==> config.mk <==
export PLATFORM = sky130hd
export DESIGN_NAME = sfr_top
export DESIGN_NICKNAME = d
export VERILOG_FILES = /design/src/sfr_pkg.sv /design/src/sfr_top.sv
export SDC_FILE = /design/constraint.sdc
export NUM_CORES = 1
export LEC_CHECK = 0
export BUFFER_PORTS_ARGS = -buffer_cell sky130_fd_sc_hd__buf_2
export CAP_MARGIN = 20
export CORE_MARGIN = 2
export CORE_UTILIZATION = 50
export DETAILED_ROUTE_END_ITERATION = 16
export PLACE_DENSITY_LB_ADDON = 0.08
export SETUP_SLACK_MARGIN = 0.1
export SYNTH_ARGS = -nofsm -noshare
export SYNTH_HDL_FRONTEND = slang
export SYNTH_SLANG_ARGS = --single-unit
==> constraint.sdc <==
create_clock -name pclk -period 3.1 [get_ports pclk]
set_input_delay 0.62 -clock pclk [delete_from_list [all_inputs] [get_ports pclk]]
set_output_delay 0.62 -clock pclk [all_outputs]
set_load 0.02 [all_outputs]
==> src/sfr_pkg.sv <==
// constants shared by the security fault response block
package sfr_pkg;
    // clock and timing
    localparam int CLK_PERIOD_NS = 10;
    localparam int BUS_TMO_NS = 640;
    localparam int BUS_TMO_CYC = (BUS_TMO_NS + CLK_PERIOD_NS - 1) / CLK_PERIOD_NS;
    localparam int RST_HOLD_NS = 160;
    localparam int RST_HOLD_CYC = (RST_HOLD_NS + CLK_PERIOD_NS - 1) / CLK_PERIOD_NS;

    // register byte offsets
    localparam logic [7:0] SFR_CTRL = 8'h00;
    localparam logic [7:0] SFR_CRIT = 8'h04;
    localparam logic [7:0] SFR_STAT = 8'h08;
    localparam logic [7:0] SFR_MASK = 8'h0c;
    localparam logic [7:0] SFR_CAUSE = 8'h10;
    localparam logic [7:0] SFR_WDT_PER = 8'h14;
    localparam logic [7:0] SFR_WDT_KICK = 8'h18;
    localparam logic [7:0] SFR_CHKPT = 8'h1c;
    localparam logic [7:0] SFR_TEST = 8'h20;
    localparam logic [7:0] SFR_FIX_CNT = 8'h24;

    // control bit positions
    localparam int CTRL_TEST_GO = 0;
    localparam int CTRL_BUS_EN = 1;
    localparam int CTRL_WDT_EN = 2;

    // event sources, one bit each in status, cause, mask, crit, test
    localparam int NSRC = 12;
    localparam int EV_MEM_FATAL = 0;
    localparam int EV_MEM_FIX = 1;
    localparam int EV_ROM = 2;
    localparam int EV_TEAR = 3;
    localparam int EV_CPU_CMP = 4;
    localparam int EV_SENSOR = 5;
    localparam int EV_WDT = 6;
    localparam int EV_CHKPT = 7;
    localparam int EV_SCP = 8;
    localparam int EV_BUS = 9;
    localparam int EV_MMU = 10;
    localparam int EV_OPCODE = 11;

    // sources that always end in the secure state
    localparam logic [NSRC-1:0] FORCED_CRIT = 12'h43d;
    // values after reset
    localparam logic [NSRC-1:0] CRIT_RST = 12'h1c0;
    localparam logic [NSRC-1:0] MASK_RST = 12'h000;
    localparam logic [31:0] WDT_PER_RST = 32'h0001_0000;
    localparam logic [2:0] CTRL_RST = 3'h0;

    // memory regions seen by the check code
    localparam logic [1:0] REG_RAM = 2'h0;
    localparam logic [1:0] REG_ROM = 2'h1;
    localparam logic [1:0] REG_NVM = 2'h2;

    typedef enum logic [2:0] {
        SFR_ST_INIT = 3'b001,
        SFR_ST_RUN = 3'b010,
        SFR_ST_TEST = 3'b100
    } sfr_state_e;
endpackage

==> src/sfr_top.sv <==
// security fault response: alarm collection, reset and secure state
// Functional notes
// - check all memory paths, flag corruption
// - correct single NVM bit errors, no fatal alarm
// - check ROM contents against stored check value
// - tear during NVM program: abort, power-on restart
// - compare both CPU results at completion
// - CPU mismatch recorded, then secure state, reset
// - self-test only after boot firmware finishes
// - attack sensor halts CPU, security reset
// - watchdog timer and checkpoint register provided
// - crypto backward result compared against input
// - bus handshake monitored, alarm when failed
// - access violation resets, then trap entered
// - illegal opcode gives security reset only when its crit bit is set
// - critical errors alarm and end secure
// - MMU loaded with defaults at start-up
`timescale 1ns/1ps
`default_nettype none
module sfr_top #(
    parameter int MMU_N = 4,
    parameter logic [31:0] ROM_REF = 32'h0000_0000
) (
    // clock, resets
    input wire logic pclk,
    input wire logic presetn,
    input wire logic por_n,
    // apb slave
    input wire logic psel,
    input wire logic penable,
    input wire logic pwrite,
    input wire logic [7:0] paddr,
    input wire logic [31:0] pwdata,
    output logic [31:0] prdata,
    output logic pready,
    output logic pslverr,
    // memory check code
    input wire logic mem_chk_valid,
    input wire logic [1:0] mem_chk_region,
    input wire logic mem_err_single,
    input wire logic mem_err_multi,
    input wire logic [31:0] mem_raw_data,
    input wire logic [31:0] mem_flip_mask,
    output logic [31:0] mem_fix_data,
    output logic mem_fix_valid,
    // rom scan
    input wire logic rom_word_valid,
    input wire logic rom_word_last,
    input wire logic [31:0] rom_word,
    // nvm programming
    input wire logic nvm_prog_busy,
    input wire logic nvm_tear,
    output logic nvm_abort,
    output logic por_req,
    // dual cpu
    input wire logic cpu_done,
    input wire logic [31:0] cpu_a_res,
    input wire logic [31:0] cpu_b_res,
    input wire logic cpu_illegal_op,
    output logic cpu_halt,
    output logic cpu_run,
    // crypto coprocessor
    input wire logic scp_chk_valid,
    input wire logic [31:0] scp_in,
    input wire logic [31:0] scp_back,
    // bus handshake
    input wire logic bus_req,
    input wire logic bus_ack,
    input wire logic bus_err,
    // mmu
    input wire logic mmu_viol,
    output logic mmu_cfg_we,
    output logic [7:0] mmu_cfg_idx,
    output logic [31:0] mmu_cfg_data,
    output logic trap_req,
    // attack sensor pins, active low
    input wire logic [3:0] sensor_n,
    // boot firmware
    input wire logic boot_done,
    // chip reset and interrupt
    output logic chip_rst_req,
    output logic secure_state,
    output logic irq
);
    import sfr_pkg::*;

    // predefined mmu entries
    function automatic logic [31:0] mmu_default(input logic [7:0] idx);
        mmu_default = {idx, 8'h00, 16'h0f00};
    endfunction

    logic [2:0] ctrl_q;
    logic [NSRC-1:0] crit_q, stat_q, mask_q, cause_q, pass_q;
    logic [31:0] wdt_per_q, wdt_cnt_q, chk_last_q, rom_sum_q, fix_cnt_q;
    logic [31:0] rom_sum_d, rdata_d;
    logic [15:0] bus_cnt_q;
    logic [7:0] rst_cnt_q, init_idx_q;
    logic [3:0] sens_m_q, sens_s_q, tidx_q;
    logic test_done_q;
    logic [NSRC-1:0] ev_live, inj, ev_test;
    logic wr, rd_ok, kick, chk_wr, test_go, bus_tmo, any_crit;
    sfr_state_e state_q;

    // apb decode
    assign wr = psel & penable & pwrite;
    assign pready = 1'b1;
    assign kick = wr & (paddr == SFR_WDT_KICK);
    assign chk_wr = wr & (paddr == SFR_CHKPT);

    // sensor pins pass two flip-flops
    always_ff @(posedge pclk or negedge presetn) begin
        if (!presetn) begin
            sens_m_q <= 4'hf;
            sens_s_q <= 4'hf;
        end else begin
            sens_m_q <= sensor_n;
            sens_s_q <= sens_m_q;
        end
    end

    // rom check value accumulation
    assign rom_sum_d = {rom_sum_q[30:0], rom_sum_q[31]} ^ rom_word;
    always_ff @(posedge pclk or negedge presetn) begin
        if (!presetn) begin
            rom_sum_q <= 32'h0;
        end else if (rom_word_valid) begin
            rom_sum_q <= rom_word_last ? 32'h0 : rom_sum_d;
        end
    end

    // bus handshake watch
    assign bus_tmo = bus_cnt_q == 16'(BUS_TMO_CYC);
    always_ff @(posedge pclk or negedge presetn) begin
        if (!presetn) begin
            bus_cnt_q <= 16'h0;
        end else if (!bus_req || bus_ack || bus_tmo) begin
            bus_cnt_q <= 16'h0;
        end else begin
            bus_cnt_q <= bus_cnt_q + 16'h1;
        end
    end

    // detectors
    always_comb begin
        ev_live = '0;
        ev_live[EV_MEM_FATAL] = mem_chk_valid & (mem_err_multi |
            (mem_err_single & (mem_chk_region != REG_NVM)));
        ev_live[EV_MEM_FIX] = mem_chk_valid & mem_err_single &
            ~mem_err_multi & (mem_chk_region == REG_NVM);
        ev_live[EV_ROM] = rom_word_valid & rom_word_last &
            (rom_sum_d != ROM_REF);
        ev_live[EV_TEAR] = nvm_prog_busy & nvm_tear;
        ev_live[EV_CPU_CMP] = cpu_done & (cpu_a_res != cpu_b_res);
        ev_live[EV_SENSOR] = ~&sens_s_q;
        ev_live[EV_WDT] = ctrl_q[CTRL_WDT_EN] & ~kick &
            (wdt_cnt_q == wdt_per_q);
        ev_live[EV_CHKPT] = chk_wr & (pwdata != chk_last_q + 32'h1);
        ev_live[EV_SCP] = scp_chk_valid & (scp_back != scp_in);
        ev_live[EV_BUS] = ctrl_q[CTRL_BUS_EN] &
            (bus_tmo | (bus_ack & bus_err));
        ev_live[EV_MMU] = mmu_viol;
        ev_live[EV_OPCODE] = cpu_illegal_op;
    end

    // self-test injection, one source at a time
    assign inj = (state_q == SFR_ST_TEST) ?
        NSRC'(12'h1 << tidx_q) : '0;
    assign ev_test = ev_live | inj;
    assign any_crit = |(ev_live & (crit_q | FORCED_CRIT));
    assign test_go = wr & (paddr == SFR_CTRL) & pwdata[CTRL_TEST_GO] &
        boot_done;

    // start-up, run and self-test sequencing
    always_ff @(posedge pclk or negedge presetn) begin
        if (!presetn) begin
            state_q <= SFR_ST_INIT;
            init_idx_q <= 8'h0;
            tidx_q <= 4'h0;
            pass_q <= '0;
            test_done_q <= 1'b0;
        end else begin
            unique case (state_q)
                SFR_ST_INIT: begin
                    init_idx_q <= init_idx_q + 8'h1;
                    if (init_idx_q == 8'(MMU_N - 1)) begin
                        state_q <= SFR_ST_RUN;
                    end
                end
                SFR_ST_RUN: begin
                    if (test_go) begin
                        state_q <= SFR_ST_TEST;
                        tidx_q <= 4'h0;
                        pass_q <= '0;
                        test_done_q <= 1'b0;
                    end
                end
                SFR_ST_TEST: begin
                    pass_q <= pass_q | (ev_test & inj);
                    tidx_q <= tidx_q + 4'h1;
                    if (tidx_q == 4'(NSRC - 1)) begin
                        state_q <= SFR_ST_RUN;
                        test_done_q <= 1'b1;
                    end
                end
            endcase
        end
    end

    // mmu default load, cpu held until done
    assign mmu_cfg_we = state_q == SFR_ST_INIT;
    assign mmu_cfg_idx = init_idx_q;
    assign mmu_cfg_data = mmu_default(init_idx_q);
    assign cpu_run = (state_q != SFR_ST_INIT) & ~cpu_halt & ~secure_state;

    // control registers
    always_ff @(posedge pclk or negedge presetn) begin
        if (!presetn) begin
            ctrl_q <= CTRL_RST;
            crit_q <= CRIT_RST;
            mask_q <= MASK_RST;
            wdt_per_q <= WDT_PER_RST;
        end else if (wr) begin
            if (paddr == SFR_CTRL) begin
                ctrl_q <= {pwdata[2:1], 1'b0};
            end
            if (paddr == SFR_CRIT) begin
                crit_q <= pwdata[NSRC-1:0];
            end
            if (paddr == SFR_MASK) begin
                mask_q <= pwdata[NSRC-1:0];
            end
            if (paddr == SFR_WDT_PER) begin
                wdt_per_q <= pwdata;
            end
        end
    end

    // watchdog and checkpoint
    always_ff @(posedge pclk or negedge presetn) begin
        if (!presetn) begin
            wdt_cnt_q <= 32'h0;
            chk_last_q <= 32'h0;
        end else begin
            if (kick || !ctrl_q[CTRL_WDT_EN] || wdt_cnt_q == wdt_per_q) begin
                wdt_cnt_q <= 32'h0;
            end else begin
                wdt_cnt_q <= wdt_cnt_q + 32'h1;
            end
            if (chk_wr) begin
                chk_last_q <= pwdata;
            end
        end
    end

    // sticky status, set wins over clear
    always_ff @(posedge pclk or negedge presetn) begin
        if (!presetn) begin
            stat_q <= '0;
        end else if (wr && paddr == SFR_STAT) begin
            stat_q <= (stat_q & ~pwdata[NSRC-1:0]) | ev_live;
        end else begin
            stat_q <= stat_q | ev_live;
        end
    end
    assign irq = |(stat_q & mask_q);

    // cause kept across the chip reset, cleared only by power-on or by writing ones
    always_ff @(posedge pclk or negedge por_n) begin
        if (!por_n) begin
            cause_q <= '0;
        end else if (wr && paddr == SFR_CAUSE) begin
            cause_q <= (cause_q & ~pwdata[NSRC-1:0]) | ev_live;
        end else begin
            cause_q <= cause_q | ev_live;
        end
    end

    // corrected nvm data
    always_ff @(posedge pclk or negedge presetn) begin
        if (!presetn) begin
            mem_fix_data <= 32'h0;
            mem_fix_valid <= 1'b0;
            fix_cnt_q <= 32'h0;
        end else begin
            mem_fix_valid <= ev_live[EV_MEM_FIX];
            if (ev_live[EV_MEM_FIX]) begin
                mem_fix_data <= mem_raw_data ^ mem_flip_mask;
                fix_cnt_q <= fix_cnt_q + 32'h1;
            end
        end
    end

    // reset request, secure state, halt, trap
    always_ff @(posedge pclk or negedge presetn) begin
        if (!presetn) begin
            rst_cnt_q <= 8'h0;
            chip_rst_req <= 1'b0;
            secure_state <= 1'b0;
            cpu_halt <= 1'b0;
            trap_req <= 1'b0;
            por_req <= 1'b0;
            nvm_abort <= 1'b0;
        end else begin
            if (any_crit) begin
                rst_cnt_q <= 8'(RST_HOLD_CYC);
                secure_state <= 1'b1;
            end else if (rst_cnt_q != 8'h0) begin
                rst_cnt_q <= rst_cnt_q - 8'h1;
            end
            chip_rst_req <= any_crit | (rst_cnt_q > 8'h1);
            if (ev_live[EV_SENSOR]) begin
                cpu_halt <= 1'b1;
            end
            if (ev_live[EV_MMU]) begin
                trap_req <= 1'b1;
            end
            if (ev_live[EV_TEAR]) begin
                por_req <= 1'b1;
            end
            nvm_abort <= ev_live[EV_TEAR];
        end
    end

    // apb read data
    always_comb begin
        rdata_d = 32'h0;
        rd_ok = 1'b1;
        unique case (paddr)
            SFR_CTRL: rdata_d = {29'h0, ctrl_q};
            SFR_CRIT: rdata_d = {20'h0, crit_q};
            SFR_STAT: rdata_d = {20'h0, stat_q};
            SFR_MASK: rdata_d = {20'h0, mask_q};
            SFR_CAUSE: rdata_d = {20'h0, cause_q};
            SFR_WDT_PER: rdata_d = wdt_per_q;
            SFR_WDT_KICK: rdata_d = wdt_cnt_q;
            SFR_CHKPT: rdata_d = chk_last_q;
            SFR_TEST: rdata_d = {test_done_q, 3'h0,
                state_q == SFR_ST_TEST, 15'h0, pass_q};
            SFR_FIX_CNT: rdata_d = fix_cnt_q;
            default: rd_ok = 1'b0;
        endcase
    end

    always_ff @(posedge pclk or negedge presetn) begin
        if (!presetn) begin
            prdata <= 32'h0;
        end else if (psel && !penable && !pwrite) begin
            prdata <= rdata_d;
        end
    end
    assign pslverr = psel & penable & ~rd_ok;
endmodule
`default_nettype wire

==> key figures, run 1 <==
Yosys
  – Synth top area share: 46.1%
  – Syn Area/Cell: a little over 10 µm²
  – Xor/xnor cell area share of the yosys netlist: approximately 14%
  – Synth top area cells: dfrtp_1 (46%), xnor2_1 (11%), mux2_2 (6.6%)
  – Multiplexer share of the synthesized area: approximately 6.9%
  – Mapped cell area: 17,800 µm²
  – Synth Area in Simple Gates: 14.9%
  – Cell variety after synth: 67
  – Mapped Cells: between 1,500 and 2,000
  – Adder-cell share of the synthesized area: less than 1%
  – Post-synthesis async set-or-reset flop share: 100%
  – Main combinational cell family by area after synthesis: simple AND/OR/NAND/NOR gates
  – Post-synthesis sequential area ratio: 48.0%
  – Post-synth top flop: dfrtp_1
  – Synth Area in Compound Gates: 11.0%
  – Post-synth EDFFs: 0
  – Synth warn: 0
  – Seq cells post-synth: 341
  – Synth area leader: dfrtp_1

Cells and area
  – Post-layout util: 62.4%
  – Most common cell after layout, fill and taps aside: buf_2
  – Commonest cells after routing, fill and taps aside: buf_2 (380), dfrtp_1 (324), xnor2_1 (223)
  – Nets: roughly 2,500
  – Ant. Diodes: 0
  – Layout cells sized above 1: a little under a third
  – Area grow syn2layout: 23.8%
  – Cell area after layout: about 22,000 µm²
  – Non-filler cells, final: approximately 2,600
  – Fill cells: 3,001

Placed design
  – Final HPWL DP: 39,700 µm
  – Place WS: -0.0203 ns
  – Routability cong.: 0.903
  – Post-DP Area: 20,600 µm²
  – Dpl cells: 2,570
  – Port Buffers: ~380

Clock tree
  – CTS root buffer: clkbuf_16
  – CTS max path bufs: 3
  – CTS tree: built
  – Clk sinks: 341
  – Later-pin clock latency in the skew report: roughly 0.54 ns
  – # H-tree levels: 2
  – CTS buffer count: 38
  – Clock-pin slew on the worst setup and hold paths: 0.06 ns

Route
  – WL final: around 53,000 µm
  – Via count: ~15,000
  – Routed wire length per instance: 19.8 µm
  – Vias per cell: 5.61
  – Number of iterations in the first detailed-routing pass: 5
  – DRC: 0
  – Antenna Nets Post-Route: 0
  – Initial drt markers: around 1,200

Global routing
  – Pin count of the biggest net entering global routing: 78
  – First-pass GRT wire length: 79,700 µm
  – Tot GR Track Use: 28.0%
  – Initial antenna violation count: 2
  – Total gr overflow: 0
  – Vias in the first global route: 14,400

Timing
  – RSZ-0062 raised after global routing: false
  – Worst rel slew slack: 50.8%
  – Slew @ Worst Pin: 0.736 ns
  – Hold Worst Slack: 0.0853 ns
  – Setup Skew: roughly 0.02 ns
  – Final critical-path share of the clock period: between 90 and 100%
  – Final Critical Period: 2.91 ns
  – Setup TNS: 0 ns
  – F_max: 343 MHz
  – Final Hold Vio Count: 0
  – # setup viols final: 0
  – Final worst slack: ~0.19 ns
  – Final Max Slew Viols: 0

Power
  – Power per cell area: ~510 nW/µm²
  – Lkg Pwr: roughly 10 nW
  – Worst VDD drop: 0.416 mV
  – Overall power: 11.3 mW

Die
  – Die Y: 193 µm
  – I/O Pins: roughly 410
  – Initial core utilization: between 50% and 60%
  – Core Rows: 69
  – Die width: 193 µm
  – Core Footprint: 35,300 µm²
  – Die area: 37,100 µm²

Setup path
  – CP peak stage delay: 0.64 ns
  – Critical path arrival: 3.33 ns
  – Critical Path RT: 3.52 ns
  – CP bufs+invs: 4
  – CP max FO: 5
  – Worst Path Class, Setup: reg2reg
  – CP cell instances: buf_6 -> nand4_4 -> nor4_4 -> buf_4 -> a41o_1 -> o21ai_0 -> a211oi_1 -> a211oi_2 -> a21oi_2 -> buf_6 -> buf_4 -> nor3_1
  – Crit path max-delay family: compound AO/OA/AOI/OAI gates
  – Worst path slowest cell: a211oi_1
  – Crit path capture type: register
  – Crit path launch type: register

Outcome
  – Status: finished, final reports clean

Run
  – Max Cap Violations: 0

Min path
  – Hold WC Path Type: in2async
==> registers in the layout (all words and copies together), names as in the netlist, 2 cells and up <==
name and count:
mem_fix_data 32, wdt_cnt_q 32, mmu_cfg_idx 8, rst_cnt_q 8, wdt_per_q 32, crit_q 12
cause_q 12, bus_cnt_q 16, pass_q 12, sens_s_q 4, chk_last_q 32, prdata 32
state_q 3, tidx_q 4, fix_cnt_q 32, ctrl_q 2, sens_m_q 4, mask_q 12
rom_sum_q 32, stat_q 12
==> kinds of logic (layout without fill, tap and decap cells) <==
kind of cell / count (synthesis) / count (layout)
compound gates: 290 / 290
xor+xnor: 277 / 277
fa+ha+maj: 14 / 14
buf+inv: 175 / 603
flops: 341 / 341
mux: 109 / 109
other cells: 2 / 25
simple gates: 526 / 526
==> layout make-up <==
class	count	area, µm²	area share [%]
Timing Repair Buffer	475	2700	12.3
Sequential cell	341	8550	38.8
Clock inverter	13	190	0.863
Inverter	58	218	0.988
Tap cell	461	577	2.62
Clock buffer	57	1160	5.25
Multi-Input combinational cell	1241	8640	39.2
==> layer usage <==
layer  up-vias  share of wire [%]  GRT usage [%]  wire, µm
li1       6917                  -              -         -
met1      7165                 41           35.8     21400
met2       657                 48           46.7     25100
met3       109                8.1           6.11      4260
met4         0                3.5           10.1      1820
met5         -                  0              0         0
==> power breakdown <==
group	total [mW]	leakage [nW]	switching (mW)	internal (mW)
registers	4.94	4.31	0.203	4.74
clock network	4.82	0.668	1.83	3.00
logic	1.54	5.02	0.904	0.634
==> path summary, 6_finish.rpt <==
| path | startpoint | endpoint | slack (ns) | cells after the start |
|---|---|---|---|---|
| min reg2reg | sens_m_q[2] | sens_s_q[2] | 0.35 | 0 |
| min | presetn | prdata[29] | 0.09 | 1 |
| max reg2reg | chk_last_q[1] | rst_cnt_q[2] | 0.19 | 12 |
| max in group asynchronous | presetn | sens_s_q[2] | 2.12 | 2 |
| max | chk_last_q[1] | rst_cnt_q[2] | 0.19 | 12 |
| min in group pclk | sensor_n[3] | sens_m_q[3] | 0.19 | 1 |
==> cell usage after synthesis, types with 4 or more instances <==
master and number:
o21ai_0 19, nand2_1 100, a31oi_1 12, nand4_1 60, xor2_1 53, a221oi_1 11, mux2i_1 5, and3_1 26
and4_1 12, a2111oi_0 4, a22oi_1 29, clkbuf_1 72, a21boi_0 4, nor4_1 16, and2_1 7, nor3b_1 4
mux2_2 104, nand2b_1 9, nor4b_1 4, or2_2 5, a21oi_1 89, a22o_1 17, xnor2_1 223, nor2b_1 6
nor3_1 23, dfstp_2 13, o21a_1 5, a211oi_1 6, nand3_1 56, ha_1 14, a21o_1 22, dfrtp_1 328
a222oi_1 23, inv_1 58, nor2_1 169, o22ai_1 35, buf_2 8, or3_1 8, buf_4 33
==> what timing repair did <==
| item | in CTS | in global routing |
|---|---|---|
| buffers inserted | 0 | 5 |
| hold buffers | 1 | 0 |
| resized for setup | 2 | 21 |
| setup endpoints to repair | 3 | 10 |
| cloned | 0 | 0 |
| hold endpoints to repair | 12 | 0 |
| pin swaps | 0 | 18 |
(Power assumes the default switching activity.)
==> run 2: changes to the inputs <==
--- a/config.mk
+++ b/config.mk
@@ -7,6 +7,7 @@
 export LEC_CHECK = 0
 export BUFFER_PORTS_ARGS = -buffer_cell sky130_fd_sc_hd__buf_2
 export CAP_MARGIN = 20
+export CORE_ASPECT_RATIO = 1.25
 export CORE_MARGIN = 2
 export CORE_UTILIZATION = 50
 export DETAILED_ROUTE_END_ITERATION = 16
==> run 2 against run 1 <==
First-iteration DRC count grew 11%. Routed wire length grew 4.6%. Non-clock buffer count fell by 4. Register-to-register slack lost 0.11 ns. Via count rose by 0.39%. Clock-buffer cell count is 12 lower. Critical path depth fell by 3. Utilization down 0.19 points. Sequential share of layout area increased by 0.16 points. Clock skew down 0.0059 ns. Die area hardly changed. Largest power group unchanged.
==> key figures, run 2 (same netlist as run 1, synthesis figures left out) <==
Die
  – Die width: 173 µm (-10%)
  – Core Rows: 77 (+12%)
  – Initial core utilization: 50.5% (+0.070 points)
  – Die Y: 215 µm (+12%)
  – Core Footprint: 35,300 µm² (-0.14%)
  – Die area: 37,200 µm² (about the same)
  – I/O Pins: 407 (unchanged)

Timing
  – Setup Skew: 0.0140 ns (-0.00592 ns)
  – RSZ-0062 raised after global routing: true
  – Final worst slack: 0.0776 ns (-0.109 ns)
  – Worst rel slew slack: 50.2% (-0.67 points)
  – Slew @ Worst Pin: 0.737 ns (+0.00140 ns)
  – Final Max Slew Viols: 0 (unchanged)
  – Hold Worst Slack: 0.0246 ns (-0.0607 ns)
  – # setup viols final: 0 (unchanged)
  – F_max: 331 MHz (-3.6%)
  – Setup TNS: 0 ns (unchanged)
  – Final Hold Vio Count: 0 (unchanged)
  – Final Critical Period: 3.02 ns (+0.109 ns)
  – Final critical-path share of the clock period: 97.5% (+3.5 points)

Route
  – Antenna Nets Post-Route: 0 (unchanged)
  – Initial drt markers: 1,299 (+11%)
  – WL final: 54,900 µm (+4.6%)
  – Routed wire length per instance: 20.7 µm (+4.4%)
  – Via count: 14,900 (+0.39%)
  – DRC: 0 (unchanged)
  – Vias per cell: 5.62 (+0.20%)
  – Number of iterations in the first detailed-routing pass: 8 (+3)

Clock tree
  – Cts hold-fix bufs: 0 (-1)
  – Clock-pin slew on the worst setup and hold paths: 0.06 ns (about the same)
  – CTS max path bufs: 3 (unchanged)
  – CTS buffer count: 37 (-2.6%)
  – CTS tree: built
  – # H-tree levels: 2 (unchanged)
  – Clk sinks: 341 (unchanged)
  – CTS root buffer: clkbuf_16
  – Later-pin clock latency in the skew report: 0.53 ns (about the same)

Setup path
  – Crit path launch type: register
  – Worst Path Class, Setup: reg2reg
  – Critical path arrival: 3.42 ns (+0.09 ns)
  – CP max FO: 6 (+1)
  – Critical Path RT: 3.50 ns (-0.02 ns)
  – Crit path capture type: register

Cells and area
  – Nets: 2,455 (-0.20%)
  – Area grow syn2layout: 23.2%
  – Layout cells sized above 1: 31.2% (-0.21 points)
  – Ant. Diodes: 0 (unchanged)
  – Fill cells: 3,050 (+1.6%)
  – Commonest cells after routing, fill and taps aside: buf_2 (380), dfrtp_1 (326), xnor2_1 (223)
  – Most common cell after layout, fill and taps aside: buf_2
  – Post-layout util: 62.2% (-0.19 points)
  – Non-filler cells, final: 2,651 (+0.19%)
  – Cell area after layout: 21,900 µm² (-0.45%)

Placed design
  – Final HPWL DP: 42,000 µm (+5.9%)
  – Port Buffers: 381 (unchanged)
  – Post-DP Area: 20,600 µm² (+0.20%)
  – Place WS: -0.0443 ns (-0.0240 ns)
  – Dpl cells: 2,583 (+0.51%)
  – Routability cong.: 0.957 (+6.0%)

Power
  – Sequential share of power: 44.8% (+1.1 points)
  – Overall power: 11.1 mW (-2.0%)
  – Worst VDD drop: 0.407 mV (-2.2%)
  – Clock Power Share: 41.3% (-1.4 points)
  – Power per cell area: 505 nW/µm² (-1.6%)
  – Switching pwr: 2.97 mW (+1.5%)
  – Internal power: 8.10 mW (-3.2%)
  – Lkg Pwr: 9.93 nW (-0.64%)
  – Sw frac: 26.9% (+0.92 points)
  – Combinational share of power: 13.9% (+0.3 points)

Global routing
  – GR peak layer: met2
  – Tot GR Track Use: 29.4% (+1.4 points)
  – Grt met3 use: 4.58% (-1.5 points)
  – Total gr overflow: 0 (unchanged)
  – First-pass GRT wire length: 84,500 µm (+6.0%)
  – Vias in the first global route: 15,100 (+5.2%)
  – Initial antenna violation count: 3 (+1)
  – Met1 Use GR: 33.8% (-2.0 points)
  – Pin count of the biggest net entering global routing: 73 (-6.4%)
  – Met2 Usage GRT: 53.0% (+6.3 points)

Min path
  – Hold WC Path Type: in2async

Outcome
  – Status: finished, final reports clean

Run
  – Max Cap Violations: 0 (unchanged)
[run 2: layer usage]
metal  share of wire [%]  up-vias
met4                 5.4        2
met2                  52      647
met3                 5.9      148
li1                    -     6897
met1                  37     7212
met5               0.024        -
[run 2: layout make-up]
class / count / area, µm² / share of cell area [%]
clock buffer: 45 / 996 / 4.54
clock inverter: 21 / 262 / 1.19
inverter: 58 / 218 / 0.992
multi-input combinational: 1241 / 8630 / 39.4
sequential: 341 / 8550 / 39.0
tap: 474 / 593 / 2.70
timing repair buffer: 471 / 2690 / 12.2
[run 2: final timing paths]
| check | slack, ns | endpoint | start | cells after the start |
|---|---|---|---|---|
| setup / recovery | 0.08 | chip_rst_req | chk_last_q[1] | 9 |
| hold / removal | 0.02 | cause_q[11] | por_n | 1 |
| setup reg to reg | 0.08 | chip_rst_req | chk_last_q[1] | 9 |
| hold reg to reg | 0.36 | sens_s_q[3] | sens_m_q[3] | 0 |
| max in group asynchronous | 2.20 | sens_s_q[2] | presetn | 2 |
| min in group pclk | 0.18 | sens_m_q[2] | sensor_n[2] | 1 |
[run 2: timing repair]
action                                  in CTS  in global routing
pin swaps                                    0                 13
endpoints found under the setup margin       3                  9
gates resized for setup                      4                 12
hold endpoints to repair                     0                  0
cloned                                       0                  0
setup buffers                                0                  2
[run 2: power by group through the flow]
| stage | Combinational [mW] | Clock [mW] | Sequential [mW] |
|---|---|---|---|
| final | 1.54 | 4.58 | 4.96 |
| after global routing | 1.68 | 4.88 | 4.99 |
| after CTS | 1.55 | 4.68 | 4.96 |
| after detailed placement | 1.55 | 0 | 5.03 |
| after global placement | 1.53 | 0 | 5.02 |
| after floorplan | 0.643 | 0 | 5.19 |
[run 2: worst max-delay path, cell delays in order, from the launching register on]
cell	delay (ns)
dfrtp_1	0.42
buf_6	0.16
nand4_4	0.11
nor4_4	0.06
a2111oi_1	0.52
nor2_1	0.11
or4_4	0.57
nor4_4	0.27
a21oi_2	0.14
or4_1	0.53
==> run 3: changes to the inputs <==
--- a/config.mk
+++ b/config.mk
@@ -7,7 +7,7 @@
 export LEC_CHECK = 0
 export BUFFER_PORTS_ARGS = -buffer_cell sky130_fd_sc_hd__buf_2
 export CAP_MARGIN = 20
-export CORE_ASPECT_RATIO = 1.25
+export CORE_ASPECT_RATIO = 0.6
 export CORE_MARGIN = 2
 export CORE_UTILIZATION = 50
 export DETAILED_ROUTE_END_ITERATION = 16
==> run 3 against run 2 <==
Total power is 3.9% lower. Clock skew is 0.0069 ns higher. Design area is 0.70% lower. Non-clock buffer count is 2 higher. Critical endpoint is now secure_state. Die area is 0.11% higher. Register-to-register slack better by 0.05 ns. First-iteration DRC count is 28% higher. Routed wire length is 0.97% higher. Sequential cell count stayed put.
==> key figures, run 3 (same netlist as run 1, synthesis figures left out) <==
Placed design
  – Dpl cells: 2,578 (-0.19%)
  – Port Buffers: 381 (unchanged)
  – Routability cong.: 0.981 (+2.4%)
  – Final HPWL DP: 42,600 µm (+1.4%)

Setup path
  – CP peak stage delay: 0.43 ns (-0.14 ns)
  – Worst Path Class, Setup: reg2reg
  – Crit Reg-Reg Endpoint: secure_state
  – Critical path arrival: 3.37 ns (-0.05 ns)
  – Critical R2R Launch: chk_last_q[1]
  – R2R Setup Slk: 0.13 ns (+0.05 ns)
  – Stages on worst setup path: 10 (+1)
  – Critical Path RT: 3.50 ns (about the same)
  – Worst Setup SP: chk_last_q[1]
  – Crit path launch type: register
  – Most numerous cell on the critical path: or3_1
  – Worst setup path endpoint: secure_state
  – Reg2Reg Depth: 10 (+1)
  – Worst path slowest cell: or4_4
  – CP cell instances: ha_2 -> nor2b_4 -> or3_1 -> a311oi_1 -> nor2_1 -> or4_4 -> a211oi_4 -> a21oi_4 -> buf_6 -> or3_1
  – CP max FO: 6 (unchanged)
  – Crit path max-delay family: simple AND/OR/NAND/NOR gates
  – CP bufs+invs: 1 (unchanged)
  – Crit path capture type: register

Timing
  – Final critical-path share of the clock period: 95.8% (-1.6 points)
  – Final Max Slew Viols: 0 (unchanged)
  – Setup Skew: 0.0209 ns (+0.00691 ns)
  – Hold Worst Slack: 0.0331 ns (+0.00855 ns)
  – Final Critical Period: 2.97 ns (-0.0511 ns)
  – Final Hold Vio Count: 0 (unchanged)
  – RSZ-0062 raised after global routing: true
  – F_max: 337 MHz (+1.7%)
  – Slew @ Worst Pin: 0.704 ns (-0.0333 ns)
  – # setup viols final: 0 (unchanged)
  – Setup TNS: 0 ns (unchanged)
  – Worst rel slew slack: 52.7% (+2.5 points)

Clock tree
  – CTS max path bufs: 3 (unchanged)
  – # H-tree levels: 2 (unchanged)
  – Later-pin clock latency in the skew report: 0.52 ns (about the same)
  – Clock-pin slew on the worst setup and hold paths: 0.07 ns (about the same)
  – CTS buffer count: 34 (-8.1%)
  – CTS tree: built
  – CTS root buffer: clkbuf_16
  – Clk sinks: 341 (unchanged)

Cells and area
  – Layout cells sized above 1: 31.3% (+0.057 points)
  – Reg area: 8550 µm² (unchanged)
  – Nets: 2,454 (-0.041%)
  – Non-filler cells, final: 2,640 (-0.41%)
  – Commonest cells after routing, fill and taps aside: buf_2 (380), dfrtp_1 (326), xnor2_1 (223)
  – Post-layout util: 62.1% (-0.12 points)
  – Ant. Diodes: 0 (unchanged)
  – Multi-input gate area: 8650 µm² (+0.17%)
  – Area grow syn2layout: 22.3%
  – Most common cell after layout, fill and taps aside: buf_2
  – Fill cells: 2,947 (-3.4%)

Route
  – WL final: 55,500 µm (+0.97%)
  – Number of iterations in the first detailed-routing pass: 9 (+1)
  – Antenna Nets Post-Route: 0 (unchanged)
  – Vias per cell: 5.67 (+0.89%)
  – Via count: 15,000 (+0.48%)
  – Routed wire length per instance: 21.0 µm (+1.4%)
  – DRC: 0 (unchanged)
  – Initial drt markers: 1,666 (+28%)

Global routing
  – Pin count of the biggest net entering global routing: 76 (+4.1%)
  – First-pass GRT wire length: 83,700 µm (-1.0%)
  – Tot GR Track Use: 29.7% (+0.27 points)
  – Initial antenna violation count: 0 (-3)
  – Total gr overflow: 0 (unchanged)
  – Vias in the first global route: 14,300 (-5.6%)

Die
  – Die width: 248 µm (+43%)
  – Core Footprint: 35,100 µm² (-0.51%)
  – Initial core utilization: 50.8% (+0.26 points)
  – Core Rows: 53 (-31%)
  – Die Y: 150 µm (-30%)
  – Die area: 37,200 µm² (+0.11%)
  – I/O Pins: 407 (unchanged)

Power
  – Lkg Pwr: 9.88 nW (-0.57%)
  – Overall power: 10.6 mW (-3.9%)
  – Worst VDD drop: 0.455 mV (+12%)
  – Power per cell area: 489 nW/µm² (-3.2%)

Min path
  – Hold WC Path Type: in2async

Run
  – Max Cap Violations: 0 (unchanged)

Outcome
  – Status: finished, final reports clean
==> run 3: cell types whose count changed in the layout (fill, tap and decap cells not counted), moves of 4 or more <==
cell / change
bufinv_16: -4
buf_4: +4
clkbuf_8: +5
clkinvlp_4: -5
clkinv_2: +4
==> run 3: power by group <==
group | internal [mW] | switching [mW]
clock network | 2.37 | 1.76
registers | 4.74 | 0.219
logic | 0.641 | 0.914
total | 7.75 | 2.90
==> run 3: worst min-delay path by stage <==
stage                                end  slack (ns)  cells past startpoint
after detailed placement     sens_s_q[1]        0.35                      0
after CTS                   fix_cnt_q[0]        0.04                      1
after global placement       sens_s_q[1]        0.35                      0
after global routing      mmu_cfg_idx[7]        0.05                      1
after floorplan             bus_cnt_q[0]        0.32                      0
final                     mmu_cfg_idx[7]        0.03                      1
==> run 3: cell type report <==
cell class	count	area share [%]
repair buffers	473	12.3
multi-input cells	1241	39.7
flip-flops and latches	341	39.3
clock inverters	13	0.448
inverters	58	0.999
well taps	467	2.68
clock buffers	47	4.64
==> run 3: repair_timing <==
| item | CTS | global route |
|---|---|---|
| setup buffers | 0 | 1 |
| hold buffers | 1 | 0 |
| endpoints found under the setup margin | 6 | 9 |
| endpoints found under the hold margin | 6 | 0 |
| pin swaps | 2 | 8 |
| resized for setup | 4 | 14 |
==> run 3: metal layers <==
| metal | track usage, % | up-vias | part of all wire [%] |
|---|---|---|---|
| li1 | - | 6911 | - |
| met4 | 5.87 | 0 | 1.7 |
| met1 | 45.5 | 7253 | 46 |
| met5 | 0 | - | 0 |
| met3 | 11.2 | 94 | 13 |
| met2 | 39.3 | 719 | 39 |
==> run 3: stage by stage <==
step | instance area, µm² | worst slack, ns
after floorplan | 17900 | 0.121
after global placement | 20600 | -0.0502
after detailed placement | 20600 | -0.0782
after CTS | 21700 | 0.0976
after global routing | 21800 | 0.0320
final | 21800 | 0.129
